### src/logic/aawc_params.svh
// Purpose: Constants of the area access and wait configuration block.
// Assumes: Included by its bare name from the top module only.
// Notes:   Byte offsets sit on the classic Wishbone slave, one word each.
`ifndef AAWC_PARAMS_SVH
`define AAWC_PARAMS_SVH

// Register byte offsets.
`define AAWC_OFS_ACCESS_STATE_SELECT  8'h00
`define AAWC_OFS_WAIT_COUNT_UPPER     8'h04
`define AAWC_OFS_WAIT_COUNT_LOWER     8'h08
`define AAWC_OFS_LAST_TIMING          8'h0C

// Reset values of the three configuration registers.
`define AAWC_RST_ACCESS_STATE_SELECT  8'hFF
`define AAWC_RST_WAIT_COUNT_UPPER     8'hFF
`define AAWC_RST_WAIT_COUNT_LOWER     8'hFF

// Field positions of the last timing register.
`define AAWC_LT_STATES_LSB            0
`define AAWC_LT_WAITS_LSB             4

// State counts of each kind of access.
`define AAWC_STATES_TWO               3'h2
`define AAWC_STATES_THREE_BASE        3'h3
`define AAWC_STATES_ONCHIP            3'h2
`define AAWC_STATES_DRAM              3'h3

`endif

### src/logic/aawc_pkg.sv
// Purpose: Types shared by the area access and wait configuration block.
// Assumes: Nothing comes from aawc_params.svh; the state codes are literal.
// Notes:   Nothing here is imported; users write aawc_pkg::name.
package aawc_pkg;

  // Timing query from the bus cycle generator.
  typedef struct packed {
    logic       valid;
    logic       onchip;
    logic [2:0] area;
  } aawc_query_type;

  // Timing answer back to the bus cycle generator.
  typedef struct packed {
    logic       valid;
    logic [2:0] states;
    logic [1:0] waits;
  } aawc_answer_type;

  // Bus slave handshake states.
  typedef enum logic [1:0] {
    AAWC_ST_IDLE = 2'b01,
    AAWC_ST_ACK  = 2'b10
  } aawc_bus_state_type;

endpackage : aawc_pkg

### src/logic/aawc_top.sv
// Purpose: Per-area access state and program wait configuration with a
//          timing lookup for the bus cycle generator.
// Assumes: Classic Wishbone slave with 32-bit data; every input except
//          hw_standby_i is on clk_sys_i and is used as it comes.
// Notes:   Registers are 8 bits wide in the low byte of each word. The map
//          holds access_state_select at 0x00, wait_count_upper_areas at
//          0x04, wait_count_lower_areas at 0x08 and a read-only word at 0x0C
//          with the states (bits 2:0) and waits (bits 5:4) of the last
//          answer. Other offsets acknowledge, drop writes and read as zero.
//          Hardware standby is a pin and passes two flops before it reloads
//          the registers, so it acts two cycles after it is first seen.
`timescale 1ns/1ns

`include "aawc_params.svh"

module aawc_top (
  input  wire logic                    clk_sys_i,
  input  wire logic                    nrst_i,
  input  wire logic                    hw_standby_i,
  input  wire logic                    wb_cyc_i,
  input  wire logic                    wb_stb_i,
  input  wire logic                    wb_we_i,
  input  wire logic [7:0]              wb_adr_i,
  input  wire logic [3:0]              wb_sel_i,
  input  wire logic [31:0]             wb_dat_i,
  output logic      [31:0]             wb_dat_o,
  output logic                         wb_ack_o,
  input  wire logic [7:0]              dram_area_select_i,
  input  wire aawc_pkg::aawc_query_type query_i,
  output aawc_pkg::aawc_answer_type    answer_o,
  output logic      [7:0]              area_three_state_o,
  output logic      [15:0]             area_wait_counts_o
);

  // Configuration registers.
  logic [7:0]                   access_state_select_q;
  logic [7:0]                   wait_count_upper_areas_q;
  logic [7:0]                   wait_count_lower_areas_q;

  // Bus slave state.
  aawc_pkg::aawc_bus_state_type bus_state_q;
  aawc_pkg::aawc_bus_state_type bus_state_d;
  logic                         ack_q;
  logic [31:0]                  rdata_q;
  logic [31:0]                  rdata_d;

  // Timing lookup.
  logic [2:0]                   area_states[8];
  logic [1:0]                   area_waits[8];
  logic [15:0]                  wait_word;
  aawc_pkg::aawc_answer_type    answer_q;
  aawc_pkg::aawc_answer_type    answer_d;
  logic [2:0]                   last_states_q;
  logic [1:0]                   last_waits_q;
  logic [7:0]                   three_state_q;
  logic [15:0]                  wait_counts_q;

  // Decoded bus strobes.
  logic                         bus_req;
  logic                         wr_en;
  logic                         wr_ass;
  logic                         wr_wcu;
  logic                         wr_wcl;
  logic                         hold_init;

  // Hardware standby synchroniser.
  logic                         standby_meta_q;
  logic                         standby_sync_q;

  // A request is taken only from idle, so ack drops for one cycle between
  // two accesses and a held request is never executed twice.
  assign bus_req = wb_cyc_i && wb_stb_i && (bus_state_q == aawc_pkg::AAWC_ST_IDLE);

  // Only the low byte lane carries register data.
  assign wr_en  = bus_req && wb_we_i && wb_sel_i[0];
  assign wr_ass = wr_en && (wb_adr_i == `AAWC_OFS_ACCESS_STATE_SELECT);
  assign wr_wcu = wr_en && (wb_adr_i == `AAWC_OFS_WAIT_COUNT_UPPER);
  assign wr_wcl = wr_en && (wb_adr_i == `AAWC_OFS_WAIT_COUNT_LOWER);

  // Reset and hardware standby both force the initial values. A write that
  // lands while either is active is lost, which is harmless because no
  // software runs while the part is held in standby.
  assign hold_init = !nrst_i || standby_sync_q;

  // Standby comes from a pin; two flops keep metastability out of the
  // register reload, at the cost of two cycles of extra latency.
  always_ff @(posedge clk_sys_i)
  begin
    if (!nrst_i)
    begin
      standby_meta_q <= 1'b0;
      standby_sync_q <= 1'b0;
    end
    else
    begin
      standby_meta_q <= hw_standby_i;
      standby_sync_q <= standby_meta_q;
    end
  end

  // Next state of the bus handshake.
  always_comb
  begin
    bus_state_d = bus_state_q;
    case (bus_state_q)
      aawc_pkg::AAWC_ST_IDLE:
      begin
        if (bus_req)
        begin
          bus_state_d = aawc_pkg::AAWC_ST_ACK;
        end
      end
      aawc_pkg::AAWC_ST_ACK:
      begin
        bus_state_d = aawc_pkg::AAWC_ST_IDLE;
      end
      default:
      begin
        bus_state_d = aawc_pkg::AAWC_ST_IDLE;
      end
    endcase
  end

  // Bus handshake state and acknowledge.
  always_ff @(posedge clk_sys_i)
  begin
    if (!nrst_i)
    begin
      bus_state_q <= aawc_pkg::AAWC_ST_IDLE;
      ack_q       <= 1'b0;
    end
    else
    begin
      bus_state_q <= bus_state_d;
      ack_q       <= bus_req;
    end
  end

  // Read data mux; an unmapped offset reads as zero and still acknowledges.
  always_comb
  begin
    rdata_d = 32'h0000_0000;
    case (wb_adr_i)
      `AAWC_OFS_ACCESS_STATE_SELECT:
      begin
        rdata_d[7:0] = access_state_select_q;
      end
      `AAWC_OFS_WAIT_COUNT_UPPER:
      begin
        rdata_d[7:0] = wait_count_upper_areas_q;
      end
      `AAWC_OFS_WAIT_COUNT_LOWER:
      begin
        rdata_d[7:0] = wait_count_lower_areas_q;
      end
      `AAWC_OFS_LAST_TIMING:
      begin
        rdata_d[`AAWC_LT_STATES_LSB +: 3] = last_states_q;
        rdata_d[`AAWC_LT_WAITS_LSB +: 2]  = last_waits_q;
      end
      default:
      begin
        rdata_d = 32'h0000_0000;
      end
    endcase
  end

  // Read data is captured when the request is taken and held with ack.
  // Capturing early keeps the read mux off the output, so wb_dat_o comes
  // straight from a flop.
  always_ff @(posedge clk_sys_i)
  begin
    if (!nrst_i)
    begin
      rdata_q <= 32'h0000_0000;
    end
    else if (bus_req && !wb_we_i)
    begin
      rdata_q <= rdata_d;
    end
  end

  // Access state select; software standby has no input here, so the value
  // simply holds outside reset, hardware standby and writes.
  always_ff @(posedge clk_sys_i)
  begin
    if (hold_init)
    begin
      access_state_select_q <= `AAWC_RST_ACCESS_STATE_SELECT;
    end
    else if (wr_ass)
    begin
      access_state_select_q <= wb_dat_i[7:0];
    end
  end

  // Wait count registers for areas 7 to 4 and 3 to 0.
  always_ff @(posedge clk_sys_i)
  begin
    if (hold_init)
    begin
      wait_count_upper_areas_q <= `AAWC_RST_WAIT_COUNT_UPPER;
      wait_count_lower_areas_q <= `AAWC_RST_WAIT_COUNT_LOWER;
    end
    else
    begin
      // Without a write both registers keep their value outside reset and standby.
      if (wr_wcu)
      begin
        wait_count_upper_areas_q <= wb_dat_i[7:0];
      end
      else
      begin
        wait_count_upper_areas_q <= wait_count_upper_areas_q;
      end
      if (wr_wcl)
      begin
        wait_count_lower_areas_q <= wb_dat_i[7:0];
      end
      else
      begin
        wait_count_lower_areas_q <= wait_count_lower_areas_q;
      end
    end
  end

  // Upper register above lower puts area g at bits 2g+1 and 2g.
  assign wait_word = {wait_count_upper_areas_q, wait_count_lower_areas_q};

  // Per-area timing of an external access.
  // DRAM wins over the select bit, and only a three-state area reads its
  // wait field, so a two-state area never picks up a stale wait count.
  generate
    for (genvar g = 0; g < 8; g++)
    begin : g_area
      always_comb
      begin
        area_waits[g]  = 2'h0;
        area_states[g] = `AAWC_STATES_TWO;
        if (dram_area_select_i[g])
        begin
          // DRAM timing is fixed by the DRAM interface, not by these bits.
          area_states[g] = `AAWC_STATES_DRAM;
        end
        else if (access_state_select_q[g])
        begin
          area_waits[g]  = wait_word[2*g +: 2];
          area_states[g] = `AAWC_STATES_THREE_BASE + {1'b0, area_waits[g]};
        end
        else
        begin
          area_waits[g]  = 2'h0;
          area_states[g] = `AAWC_STATES_TWO;
        end
      end
    end
  endgenerate

  // Answer for the current query; on-chip targets bypass every setting.
  // The area index is only looked at for external targets.
  always_comb
  begin
    answer_d = '0;
    if (query_i.valid)
    begin
      answer_d.valid = 1'b1;
      if (query_i.onchip)
      begin
        answer_d.states = `AAWC_STATES_ONCHIP;
        answer_d.waits  = 2'h0;
      end
      else
      begin
        answer_d.states = area_states[query_i.area];
        answer_d.waits  = area_waits[query_i.area];
      end
    end
  end

  // The answer is a one-cycle pulse a cycle after the query.
  always_ff @(posedge clk_sys_i)
  begin
    if (!nrst_i)
    begin
      answer_q <= '0;
    end
    else
    begin
      answer_q <= answer_d;
    end
  end

  // Last answer seen, readable by software for debugging timing setups.
  // It holds while no query is made, so software can read it at leisure
  // after the cycle generator has gone quiet.
  always_ff @(posedge clk_sys_i)
  begin
    if (!nrst_i)
    begin
      last_states_q <= 3'h0;
      last_waits_q  <= 2'h0;
    end
    else if (answer_d.valid)
    begin
      last_states_q <= answer_d.states;
      last_waits_q  <= answer_d.waits;
    end
  end

  // Registered copies of the settings for cycle generators that decode
  // themselves; one cycle of lag is harmless since software writes are rare.
  always_ff @(posedge clk_sys_i)
  begin
    if (!nrst_i)
    begin
      three_state_q <= `AAWC_RST_ACCESS_STATE_SELECT;
      wait_counts_q <= {`AAWC_RST_WAIT_COUNT_UPPER, `AAWC_RST_WAIT_COUNT_LOWER};
    end
    else
    begin
      three_state_q <= access_state_select_q;
      wait_counts_q <= wait_word;
    end
  end

  assign wb_ack_o           = ack_q;
  assign wb_dat_o           = rdata_q;
  assign answer_o           = answer_q;
  assign area_three_state_o = three_state_q;
  assign area_wait_counts_o = wait_counts_q;

endmodule : aawc_top

### config.mk
export PLATFORM = sky130hd
export DESIGN_NAME = aawc_top
export DESIGN_NICKNAME = d
export VERILOG_FILES = /design/src/logic/aawc_pkg.sv /design/src/logic/aawc_top.sv
export VERILOG_INCLUDE_DIRS = /design/src /design/src/logic
export SDC_FILE = /design/constraint.sdc
export NUM_CORES = 1
export LEC_CHECK = 0
export BUFFER_PORTS_ARGS = -buffer_cell sky130_fd_sc_hd__buf_4
export CORE_MARGIN = 4
export CORE_UTILIZATION = 30
export DETAILED_ROUTE_END_ITERATION = 10
export GPL_ROUTABILITY_DRIVEN = 0
export SYNTH_ARGS = -nofsm -noshare
export SYNTH_HDL_FRONTEND = slang
export SYNTH_SLANG_ARGS = --single-unit
### constraint.sdc
create_clock -name clk_sys_i -period 4.62 [get_ports clk_sys_i]
set_input_delay 0.924 -clock clk_sys_i [delete_from_list [all_inputs] [get_ports clk_sys_i]]
set_output_delay 0.924 -clock clk_sys_i [all_outputs]
set_load 0.03 [all_outputs]
# After elaboration in Yosys (flattened, before gate mapping)
# Cells that the tools add are included.
# word_totals
regBits	72
inputBits	63
out_inout_bits	63
wordCells	86
# classes
addsub	8
n_lt_le_gt_ge	1
n_eq_ne	4
mux	44
n_bitwise	1
reduce_logical	13
# ops
cell	n
$mux 3	18
$mux 2	18
$add 2x2->3 const A	8
$eq 8x4->1 const B	2
$pmux 3 s4	1
$bmux 3 s3	1
$eq 8x3->1 const B	1
$logic_and 1x1->1	8
$logic_not 8->1	1
$pmux 2 s4	1
$bmux 2 s3	1
$mux 6	1
$pmux 2 s3	1
$mux 5	1
$ge 4x4->1 const B	1
$not 3->4	1
$pmux 1 s3	1
$eq 2x1->1 const B	1
$logic_not 1->1	2
$reduce_and 2->1	1
$logic_or 1x1->1	1

# Depth between registers and ports, before layout
# Gate-level depths: netlist (run 1).
# depth
ltp_word	8
depth_mapped	6

# Least setup slack after synthesis (run 1)
# No wires, ideal clock.
# synth_path
path_type	input to register
from	input port wb_adr_i[5]
to	register access_state_select_q[0]
setup_ps	72
t_arrival_ps	2664
required_time_ps	4548
setup_slack_ps	1884
stages	5
path_buffers	1
path_cell_list	or4_4 or4_4 buf_6 nor3_4 mux2i_1
# synth_between
elab_chain_len	2
# synth_lines
item	line_no	text
from (decl)	aawc_top.sv:23	input wire logic [7:0] wb_adr_i,
$logic_not 8->1	-	
$logic_and 1x1->1	aawc_top.sv:76	assign wr_ass = wr_en && (wb_adr_i == `AAWC_OFS_ACCESS_STATE_SELECT);
to (signal assigned)	aawc_top.sv:189	access_state_select_q <= `AAWC_RST_ACCESS_STATE_SELECT;
to (signal assigned)	aawc_top.sv:193	access_state_select_q <= wb_dat_i[7:0];
to (decl)	aawc_top.sv:36	logic [7:0] access_state_select_q;
# No other way between the ends.
# A chain may end at the register's enable or synchronous reset.

# Final worst setup path (run 1)
# layout_path
from	input port wb_adr_i[5]
to	register wait_count_upper_areas_q[5]
# layout_between
elab_chain_len	2
# layout_lines
item	line_no	text
$eq 8x3->1	-	
$logic_and 1x1->1	aawc_top.sv:77	assign wr_wcu = wr_en && (wb_adr_i == `AAWC_OFS_WAIT_COUNT_UPPER);
to (signal assigned)	aawc_top.sv:202	wait_count_upper_areas_q <= `AAWC_RST_WAIT_COUNT_UPPER;
to (signal assigned)	aawc_top.sv:210	wait_count_upper_areas_q <= wb_dat_i[7:0];
to (signal assigned)	aawc_top.sv:214	wait_count_upper_areas_q <= wait_count_upper_areas_q;
to (decl)	aawc_top.sv:37	logic [7:0] wait_count_upper_areas_q;
# No other way between the ends.

==> out/qor.csv, run 1 <==
metric;value;unit
share of cells above drive strength 1;0.234;
input/output buffers;74;
core area;0.0109;mm2
CP Class;in -> reg;
sw frac;0.236;
drt first-iter violations;190;
endpoints failing hold;0;
Final Slew Violations;0;
status;finished, final reports clean;
Tmin final;2.76;ns
initial antenna violation count;0;
part of the cycle the worst path needs;0.598;
gr ovfl total;0;
GRT Overall Usage;0.142;
sequential power share;0.470;
n_diodes;0;
Root Buffer;clkbuf_8;
final HPWL from detailed placement;6990;um
first-pass GRT wire length;14100;um
Cells on Worst Hold Path;1;
Max Cap Viol;0;
Worst Tran Pin Value;0.872;ns
DRT antenna net count;0;
EDFF count, synth;0;
post-DR wirelength/cell;15.9;um
die width;114;um
register area share after synthesis;0.431;
Clock Skew;0.00843;ns
clock-pin slew on the worst setup and hold paths;0.07;ns
Ports;126;
Final Net Count;494;
ys flop type;dfxtp_1;
P_sw;316;uW
Mean Syn Cell Area;9.49;um2
crit-path max FO;9;
# DRC;0;
vias in the first global route;2782;
RSZ-0062 raised after global routing;false;
Yosys top cell area share;0.431;
initial core utilization;0.307;
CTS buffer count;9;
Logic pwr share;0.101;
CTS tree;built;
post-synth top area cell;dfxtp_1;
worst endpoint required time;4.89;ns
Post-CTS Resized;0;
total number of vias;2823;
critical path arrival;3.04;ns
Synthesis Warnings;0;
Routed Wire Length;9030;um
Hold Path Sink;standby_sync_q;
total die area;0.0129;mm2
Syn Inst Count;352;
Max IR drop VDD;0.134;mV
Slew HR;0.414;
Post-Syn Area;0.00334;mm2
reg2reg path depth;6;
crit end category;flop;
DR pass1 iterations;4;
#FFs+latches synth;72;
Fmax achieved;362;MHz
number of vias per cell;4.97;
number of setup buffers added after CTS;0;
H-tree lvl count;3;
R2R Path End;last_states_q[1];
row count;38;
Vert. Die Dim;114;um
CTS max path bufs;2;
Int Pwr;1020;uW
worst skew pair latency;0.35;ns
TNS Setup;0;ns
Async SR Flop Fraction;0;
clock share of power;0.429;
area grow syn2layout;24.1;%
CTS Hold Bufs;0;
Inst Count DP;552;
final setup vio count;0;
largest net degree at the start of global routing;33;
Final Power;1340;uW
PwrDens;323;mW/mm2
Hold Crit Start;standby_meta_q;
Setup crit start kind;primary input;
P_leak;0.00191;uW
launching point of the worst reg2reg path;wait_count_upper_areas_q[0];
worst min path class;reg -> reg;
Area contributors post-synth;dfxtp_1, buf_4, mux2i_1;
clk sinks;72;
flop-to-flop setup slack;2.56;ns
Netlist cell types;46;
final non-filler cell total;568;
-- placed cells by master (no fill, tap or decap), types with 4 or more instances in the layout --
master     n
buf_4     75
dfxtp_1   72
nor2_1    39
inv_1     28
conb_1    24
nand2_1   22
mux2i_1   19
nand2b_1  16
nand3_1   16
clkbuf_8  12
o21ai_0   11
ha_1       8
nand4b_1   6
nor4bb_1   5
a221oi_1   5
a311o_1    5
mux4_2     5
a22oi_1    5
and4b_1    4
a311oi_1   4
a21o_1     4
-- power groups by stage --
stage | combinational, uW | sequential, uW | clock [uW]
after floorplan | 96.5 | 649 | 0
final | 135 | 630 | 574
after detailed placement | 134 | 644 | 0
after CTS | 134 | 630 | 589
after global routing | 145 | 631 | 613
after global placement | 132 | 644 | 0
-- through the flow --
stage	setup WS [ns]	hold slack [ns]	utilization	instance area (um2)
2_1_floorplan	1.88	0.412	-	3430
3_3_place_gp	1.56	0.432	0.360	3920
3_5_place_dp	1.49	0.432	0.360	3920
4_1_cts	1.85	0.451	0.381	4150
5_1_grt	1.75	0.470	0.381	4150
6_report	1.86	0.443	0.381	4150
-- routing by layer --
metal / wire, um / part of all wire / track usage
met5: 0 / 0 / 0
met4: 233 / 0.026 / 0.0633
met2: 4280 / 0.47 / 0.229
met3: 640 / 0.071 / 0.0477
met1: 3880 / 0.43 / 0.171
-- final cells by class --
cell class	count	area, um2
clock inverters	2	60.1
clock buffers	14	173
multi-input cells	236	1630
repair buffers	75	563
fillers	1115	6740
well taps	140	175
flip-flops and latches	72	1440
inverters	29	109
-- cell usage after synthesis, types with 2 or more instances --
cell,instances
a21o_1,4
a221o_1,3
a221oi_1,5
a22oi_1,5
a311o_1,5
a311oi_1,4
a31oi_1,3
a32o_1,2
a32oi_1,3
and2_1,2
and4b_1,4
buf_4,27
clkbuf_1,9
dfxtp_1,72
ha_1,8
inv_1,28
mux2i_1,19
mux4_2,5
nand2_1,22
nand2b_1,16
nand3_1,16
nand4b_1,6
nor2_1,39
nor2b_1,3
nor4b_1,2
nor4bb_1,5
o21ai_0,11
o22ai_1,3
or4_4,2
or4bb_1,3
-- worst max-delay path by stage --
stage,slack [ns],endpoint,startpoint
floorplan,1.88,access_state_select_q[0],wb_adr_i[5]
global placement,1.56,wait_count_upper_areas_q[4],wb_adr_i[5]
detailed placement,1.49,wait_count_upper_areas_q[5],wb_adr_i[5]
CTS,1.85,wait_count_upper_areas_q[5],wb_adr_i[5]
global route,1.75,wait_count_upper_areas_q[0],wb_adr_i[5]
finish,1.86,wait_count_upper_areas_q[5],wb_adr_i[5]
-- cell families after synthesis --
kind of cell / count (synthesis) / synth area share
fa+ha+maj: 8 / 0.0300
mux: 24 / 0.0906
compound gates: 52 / 0.119
other cells: 1 / 0.00112
flops: 72 / 0.431
simple gates: 128 / 0.220
buf+inv: 67 / 0.108
-- registers in the layout (all words and copies together), names as in the netlist --
register                  flops
wb_dat_o                      8
answer_o                      6
access_state_select_q         8
standby_sync_q                1
last_waits_q                  2
wb_ack_o                      1
bus_state_q                   2
wait_count_upper_areas_q      8
area_three_state_o            8
standby_meta_q                1
area_wait_counts_o           16
last_states_q                 3
wait_count_lower_areas_q      8
-- critical path, cell delays in order --
cell	delay, ns
buf_4	0.11
or4_4	0.54
nor4_2	0.78
nand3_2	0.41
mux2i_1	0.27
No activity file was read; power rests on OpenSTA's default activity.
==> run 2: changes to the inputs <==
--- a/config.mk
+++ b/config.mk
@@ -6,6 +6,7 @@
 export SDC_FILE = /design/constraint.sdc
 export NUM_CORES = 1
 export LEC_CHECK = 0
+export ABC_AREA = 1
 export BUFFER_PORTS_ARGS = -buffer_cell sky130_fd_sc_hd__buf_4
 export CORE_MARGIN = 4
 export CORE_UTILIZATION = 30
==> constraint.sdc (replaced) <==
create_clock -name clk_sys_i -period 2.55 [get_ports clk_sys_i]
set_input_delay 0.51 -clock clk_sys_i [delete_from_list [all_inputs] [get_ports clk_sys_i]]
set_output_delay 0.51 -clock clk_sys_i [all_outputs]
set_load 0.03 [all_outputs]
==> run 2 against run 1 <==
Against the previous run:
- sequential power up 81%
- die area up 6.4%
- clock skew down 0.0027 ns
- final area up 5.8%
- power up 88%
- combinational power up 87%
- synthesized cell count up 25%
- global-route usage down 0.87 points
- worst hold slack worse by 0.073 ns
==> out/qor.csv, run 2 <==
metric;value;unit
status;finished, final reports clean;
commonest non-fill, non-tap cells in the layout;nand2_1, buf_4, dfxtp_1;
Syn Inst Count;441;
Clock Skew;0.00573;ns
critical path arrival;1.69;ns
Post-Syn Area;0.00357;mm2
CTS buffer count;9;
sw frac;0.248;
number of setup buffers added after CTS;0;
clock share of power;0.446;
multi-input logic area;0.00173;mm2
PwrDens;574;mW/mm2
Largest register FFs;16;
CP Class;reg -> reg;
Register Area;0.00144;mm2
part of the cycle the worst path needs;0.577;
initial antenna violation count;0;
Fmax achieved;680;MHz
final setup vio count;0;
first-pass GRT wire length;14100;um
Root Buffer;clkbuf_16;
gr ovfl total;0;
share of cells above drive strength 1;0.279;
Area contributors post-synth;dfxtp_1, nand2_1, o211ai_2;
Async SR Flop Fraction;0;
Netlist cell types;29;
post-DR wirelength/cell;13.7;um
post-synth top area cell;dfxtp_1;
Logic pwr share;0.100;
core area;0.0115;mm2
Mean Syn Cell Area;8.10;um2
final HPWL from detailed placement;6990;um
Final Net Count;585;
RSZ-0062 raised after global routing;false;
initial core utilization;0.310;
#FFs+latches synth;72;
crit-path max FO;5;
number of vias per cell;4.55;
Synthesis Warnings;0;
P_sw;625;uW
TNS Setup;0;ns
row count;39;
Int Pwr;1890;uW
H-tree lvl count;3;
worst endpoint required time;2.77;ns
worst skew pair latency;0.33;ns
P_leak;0.00235;uW
Max Cap Viol;0;
commonest non-fill, non-tap cell in the layout;nand2_1;
Ports;126;
register area share after synthesis;0.404;
total die area;0.0137;mm2
# DRC;0;
drt first-iter violations;230;
clock-pin slew on the worst setup and hold paths;0.05;ns
Post-CTS Resized;0;
endpoints failing hold;0;
FILL cells;1196;
vias in the first global route;2860;
EDFF count, synth;0;
clk sinks;72;
largest net degree at the start of global routing;27;
worst min path class;in -> reg;
crit end category;flop;
area grow syn2layout;22.9;%
CTS max path bufs;2;
GRT Overall Usage;0.133;
count leader, synth;nand2_1;
DRT antenna net count;0;
final non-filler cell total;662;
total number of vias;3012;
Final Slew Violations;0;
Max IR drop VDD;0.285;mV
most instantiated cells after synthesis;nand2_1, dfxtp_1, nand3_1;
Setup crit start kind;flop;
DR pass1 iterations;7;
Yosys top cell area share;0.404;
Tmin final;1.47;ns
die width;117;um
Inst Count DP;646;
ys flop type;dfxtp_1;
CTS Hold Bufs;0;
CTS tree;built;
n_diodes;0;
Routed Wire Length;9070;um
sequential power share;0.454;
Vert. Die Dim;117;um
input/output buffers;74;
==> run 2: cell types whose count changed after synthesis, sizes merged, moves of 7 or more <==
| cell | delta |
|---|---|
| clkbuf | -7 |
| nand3 | +42 |
| nand2 | +96 |
| mux2i | -19 |
| o211ai | +30 |
| inv | +25 |
| a21oi | +11 |
| nor2 | -11 |
| nand2b | -16 |
==> run 2: layout make-up <==
cell class                      count  share of cell area
Tap cell                          143              0.0408
Timing Repair Buffer               76               0.130
Clock buffer                       12              0.0562
Inverter                           54              0.0468
Multi-Input combinational cell    301               0.393
Sequential cell                    72               0.328
Clock inverter                      4             0.00456
==> run 2: per-layer routing <==
layer	GRT usage	vias to the layer above	wire length, um
met5	0	-	0
met2	0.211	100	4190
met1	0.178	1356	4110
met4	0.0497	0	110
li1	-	1545	-
met3	0.0278	11	660
==> run 2: power by group through the flow <==
stage / Sequential [uW] / Clock [uW] / Combinational, uW
after floorplan: 1180 / 0 / 190
after global placement: 1170 / 0 / 249
after detailed placement: 1170 / 0 / 252
after CTS: 1140 / 1150 / 252
after global routing: 1140 / 1200 / 276
final: 1140 / 1120 / 252
==> run 2: worst paths after layout <==
path              slack [ns]                   startpoint               end  depth (start not counted)
setup / recovery        1.08  wait_count_upper_areas_q[0]  last_states_q[1]                          9
hold / removal          0.37                 hw_standby_i    standby_meta_q                          3
setup reg to reg        1.08  wait_count_upper_areas_q[0]  last_states_q[1]                          9
hold reg to reg         0.41               standby_meta_q    standby_sync_q                          2
==> run 2: worst max-delay path, stage by stage (launching register included) <==
cell	delay (ns)
dfxtp_1	0.44
inv_1	0.10
ha_1	0.29
nand3_1	0.07
nand3_1	0.09
nand2_1	0.06
nand2_1	0.08
nand3b_1	0.08
nand2_1	0.09
nand2_1	0.05
==> run 2: logic make-up (layout without fill, tap and decap cells) <==
kind of cell | after synthesis | count (layout) | synth area share
buffers and inverters | 91 | 146 | 0.137
adder cells (fa/ha/maj) | 8 | 8 | 0.0280
flip-flops | 72 | 72 | 0.404
AO/OA/AOI/OAI | 56 | 56 | 0.137
AND/OR/NAND/NOR | 213 | 213 | 0.294
other | 1 | 24 | 0.00105
==> run 2: metrics by stage <==
step | hold slack (ns) | instance area [um2] | setup WS [ns] | utilization | total power [uW]
after global routing | 0.416 | 4390 | 0.958 | 0.381 | 2620
final | 0.370 | 4390 | 1.08 | 0.381 | 2520
after floorplan | 0.390 | 3660 | 1.15 | - | 1370
after global placement | 0.393 | 4120 | 0.857 | 0.358 | 1420
after CTS | 0.365 | 4390 | 1.05 | 0.381 | 2550
after detailed placement | 0.402 | 4120 | 0.814 | 0.358 | 1420
==> run 3: changes to the inputs <==
==> constraint.sdc (replaced) <==
create_clock -name clk_sys_i -period 1.26 [get_ports clk_sys_i]
set_input_delay 0.252 -clock clk_sys_i [delete_from_list [all_inputs] [get_ports clk_sys_i]]
set_output_delay 0.252 -clock clk_sys_i [all_outputs]
set_load 0.03 [all_outputs]
==> run 3 against run 2 <==
Against the previous run:
- the flow now finishes with violations (negative setup slack)
- core utilization grew 6.4 points
- clock skew up 0.0012 ns
- via count grew 10%
- final cell count grew 8.2%
- register-to-register slack lost 1.1 ns
- global-route usage increased by 1.4 points
- die area unchanged
- clock-buffer cell count is 1 lower
- setup slack got worse by 1.1 ns
- combinational power up 130%
- largest cell class unchanged
==> out/qor.csv, run 3 (same netlist as run 2, synthesis figures left out) <==
metric;value;unit
status;finished, violations left;
failing checks;negative setup slack;
H-tree lvl count;3;
Tmin final;1.30;ns
final setup vio count;2;
clk sinks;72;
CTS tree;built;
Final Slew Violations;0;
initial core utilization;0.310;
total number of vias;3320;
CTS Hold Bufs;0;
worst skew pair latency;0.33;ns
Max Cap Viol;0;
initial antenna violation count;0;
final HPWL from detailed placement;7660;um
fin worst setup slack;-0.0409;ns
worst min path class;in -> reg;
Max IR drop VDD;0.534;mV
P_leak;0.00261;uW
first-pass GRT wire length;15600;um
dpl ws;-0.0989;ns
total die area;0.0137;mm2
Routed Wire Length;10100;um
core area;0.0115;mm2
Largest register FFs;16;
drt first-iter violations;242;
endpoints failing hold;0;
n_diodes;0;
CTS max path bufs;2;
Clock Skew;0.00692;ns
FILL cells;1159;
DRT antenna net count;0;
Setup crit start kind;flop;
PwrDens;1140;mW/mm2
Core Util, Final;0.445;
area grow syn2layout;43.4;%
Hold Worst Slack;0.0989;ns
CTS buffer count;9;
post-DR wirelength/cell;14.0;um
die width;117;um
largest net degree at the start of global routing;25;
input/output buffers;74;
vias in the first global route;3267;
Ports;126;
critical path arrival;1.53;ns
DR pass1 iterations;4;
commonest non-fill, non-tap cells in the layout;buf_4, nand2_1, nand3_1;
crit end category;flop;
RSZ-0062 raised after global routing;true;
commonest non-fill, non-tap cell in the layout;buf_4;
clock-pin slew on the worst setup and hold paths;0.06;ns
Fmax achieved;769;MHz
CP Class;reg -> reg;
crit-path max FO;2;
share of cells above drive strength 1;0.452;
GRT Overall Usage;0.147;
row count;39;
part of the cycle the worst path needs;1.03;
# DRC;0;
gr ovfl total;0;
number of vias per cell;4.64;
Final Net Count;639;
Vert. Die Dim;117;um
Root Buffer;clkbuf_16;
worst endpoint required time;1.49;ns
[run 3: worst max-delay path: stages, from the launching register on]
cell	delay (ns)
dfxtp_2	0.33
inv_2	0.05
ha_4	0.25
nand4_1	0.11
nand3_2	0.12
nand2_2	0.05
nand2_2	0.07
nand3b_1	0.08
nand2_1	0.09
nand2_1	0.05
[run 3: metrics by stage]
stage / TNS, ns / instances / power [uW] / instance area, um2
2_1_floorplan: 0 / 464 / 2760 / 3660
3_3_place_gp: -1.24 / 696 / 2920 / 4560
3_5_place_dp: -2.19 / 696 / 2930 / 4560
4_1_cts: -0.0297 / 715 / 5870 / 5050
5_1_grt: -0.432 / 716 / 6050 / 5120
6_report: -0.0699 / 716 / 5840 / 5120
[run 3: area by class of cell]
cell class	count	area [um2]	share of cell area
Tap cell	143	179	0.0349
Timing Repair Buffer	129	1040	0.204
Clock inverter	5	104	0.0203
Sequential cell	72	1470	0.287
Clock buffer	11	243	0.0474
Inverter	54	205	0.0401
Multi-Input combinational cell	302	1880	0.367
[run 3: path summary, 6_finish.rpt]
kind	start	endpoint	slack, ns	depth (start not counted)
max	wait_count_upper_areas_q[7]	last_states_q[1]	-0.04	9
min	hw_standby_i	standby_meta_q	0.1	3
max reg2reg	wait_count_upper_areas_q[7]	last_states_q[1]	-0.04	9
min reg2reg	standby_meta_q	standby_sync_q	0.42	2
[run 3: timing repair]
item / 4_1_cts / 5_1_grt
setup endpoints to repair: 8 / 19
resized for setup: 35 / 30
cloned: 0 / 1
buffers inserted: 3 / 0
pin swaps: 12 / 11
[run 3: where the power goes]
| group | internal [uW] | switching (uW) | total, uW |
|---|---|---|---|
| sequential | 2300 | 12.2 | 2310 |
| clock | 1990 | 964 | 2950 |
| combinational | 201 | 377 | 577 |
| total | 4490 | 1350 | 5840 |
[run 3: routing by layer]
metal  global-route usage  vias to the layer above  share of wire
li1                     -                     1648              -
met1                0.188                     1513           0.45
met2                0.222                      128           0.44
met3               0.0380                       31          0.074
met4               0.0894                        0          0.043
met5                    0                        -              0
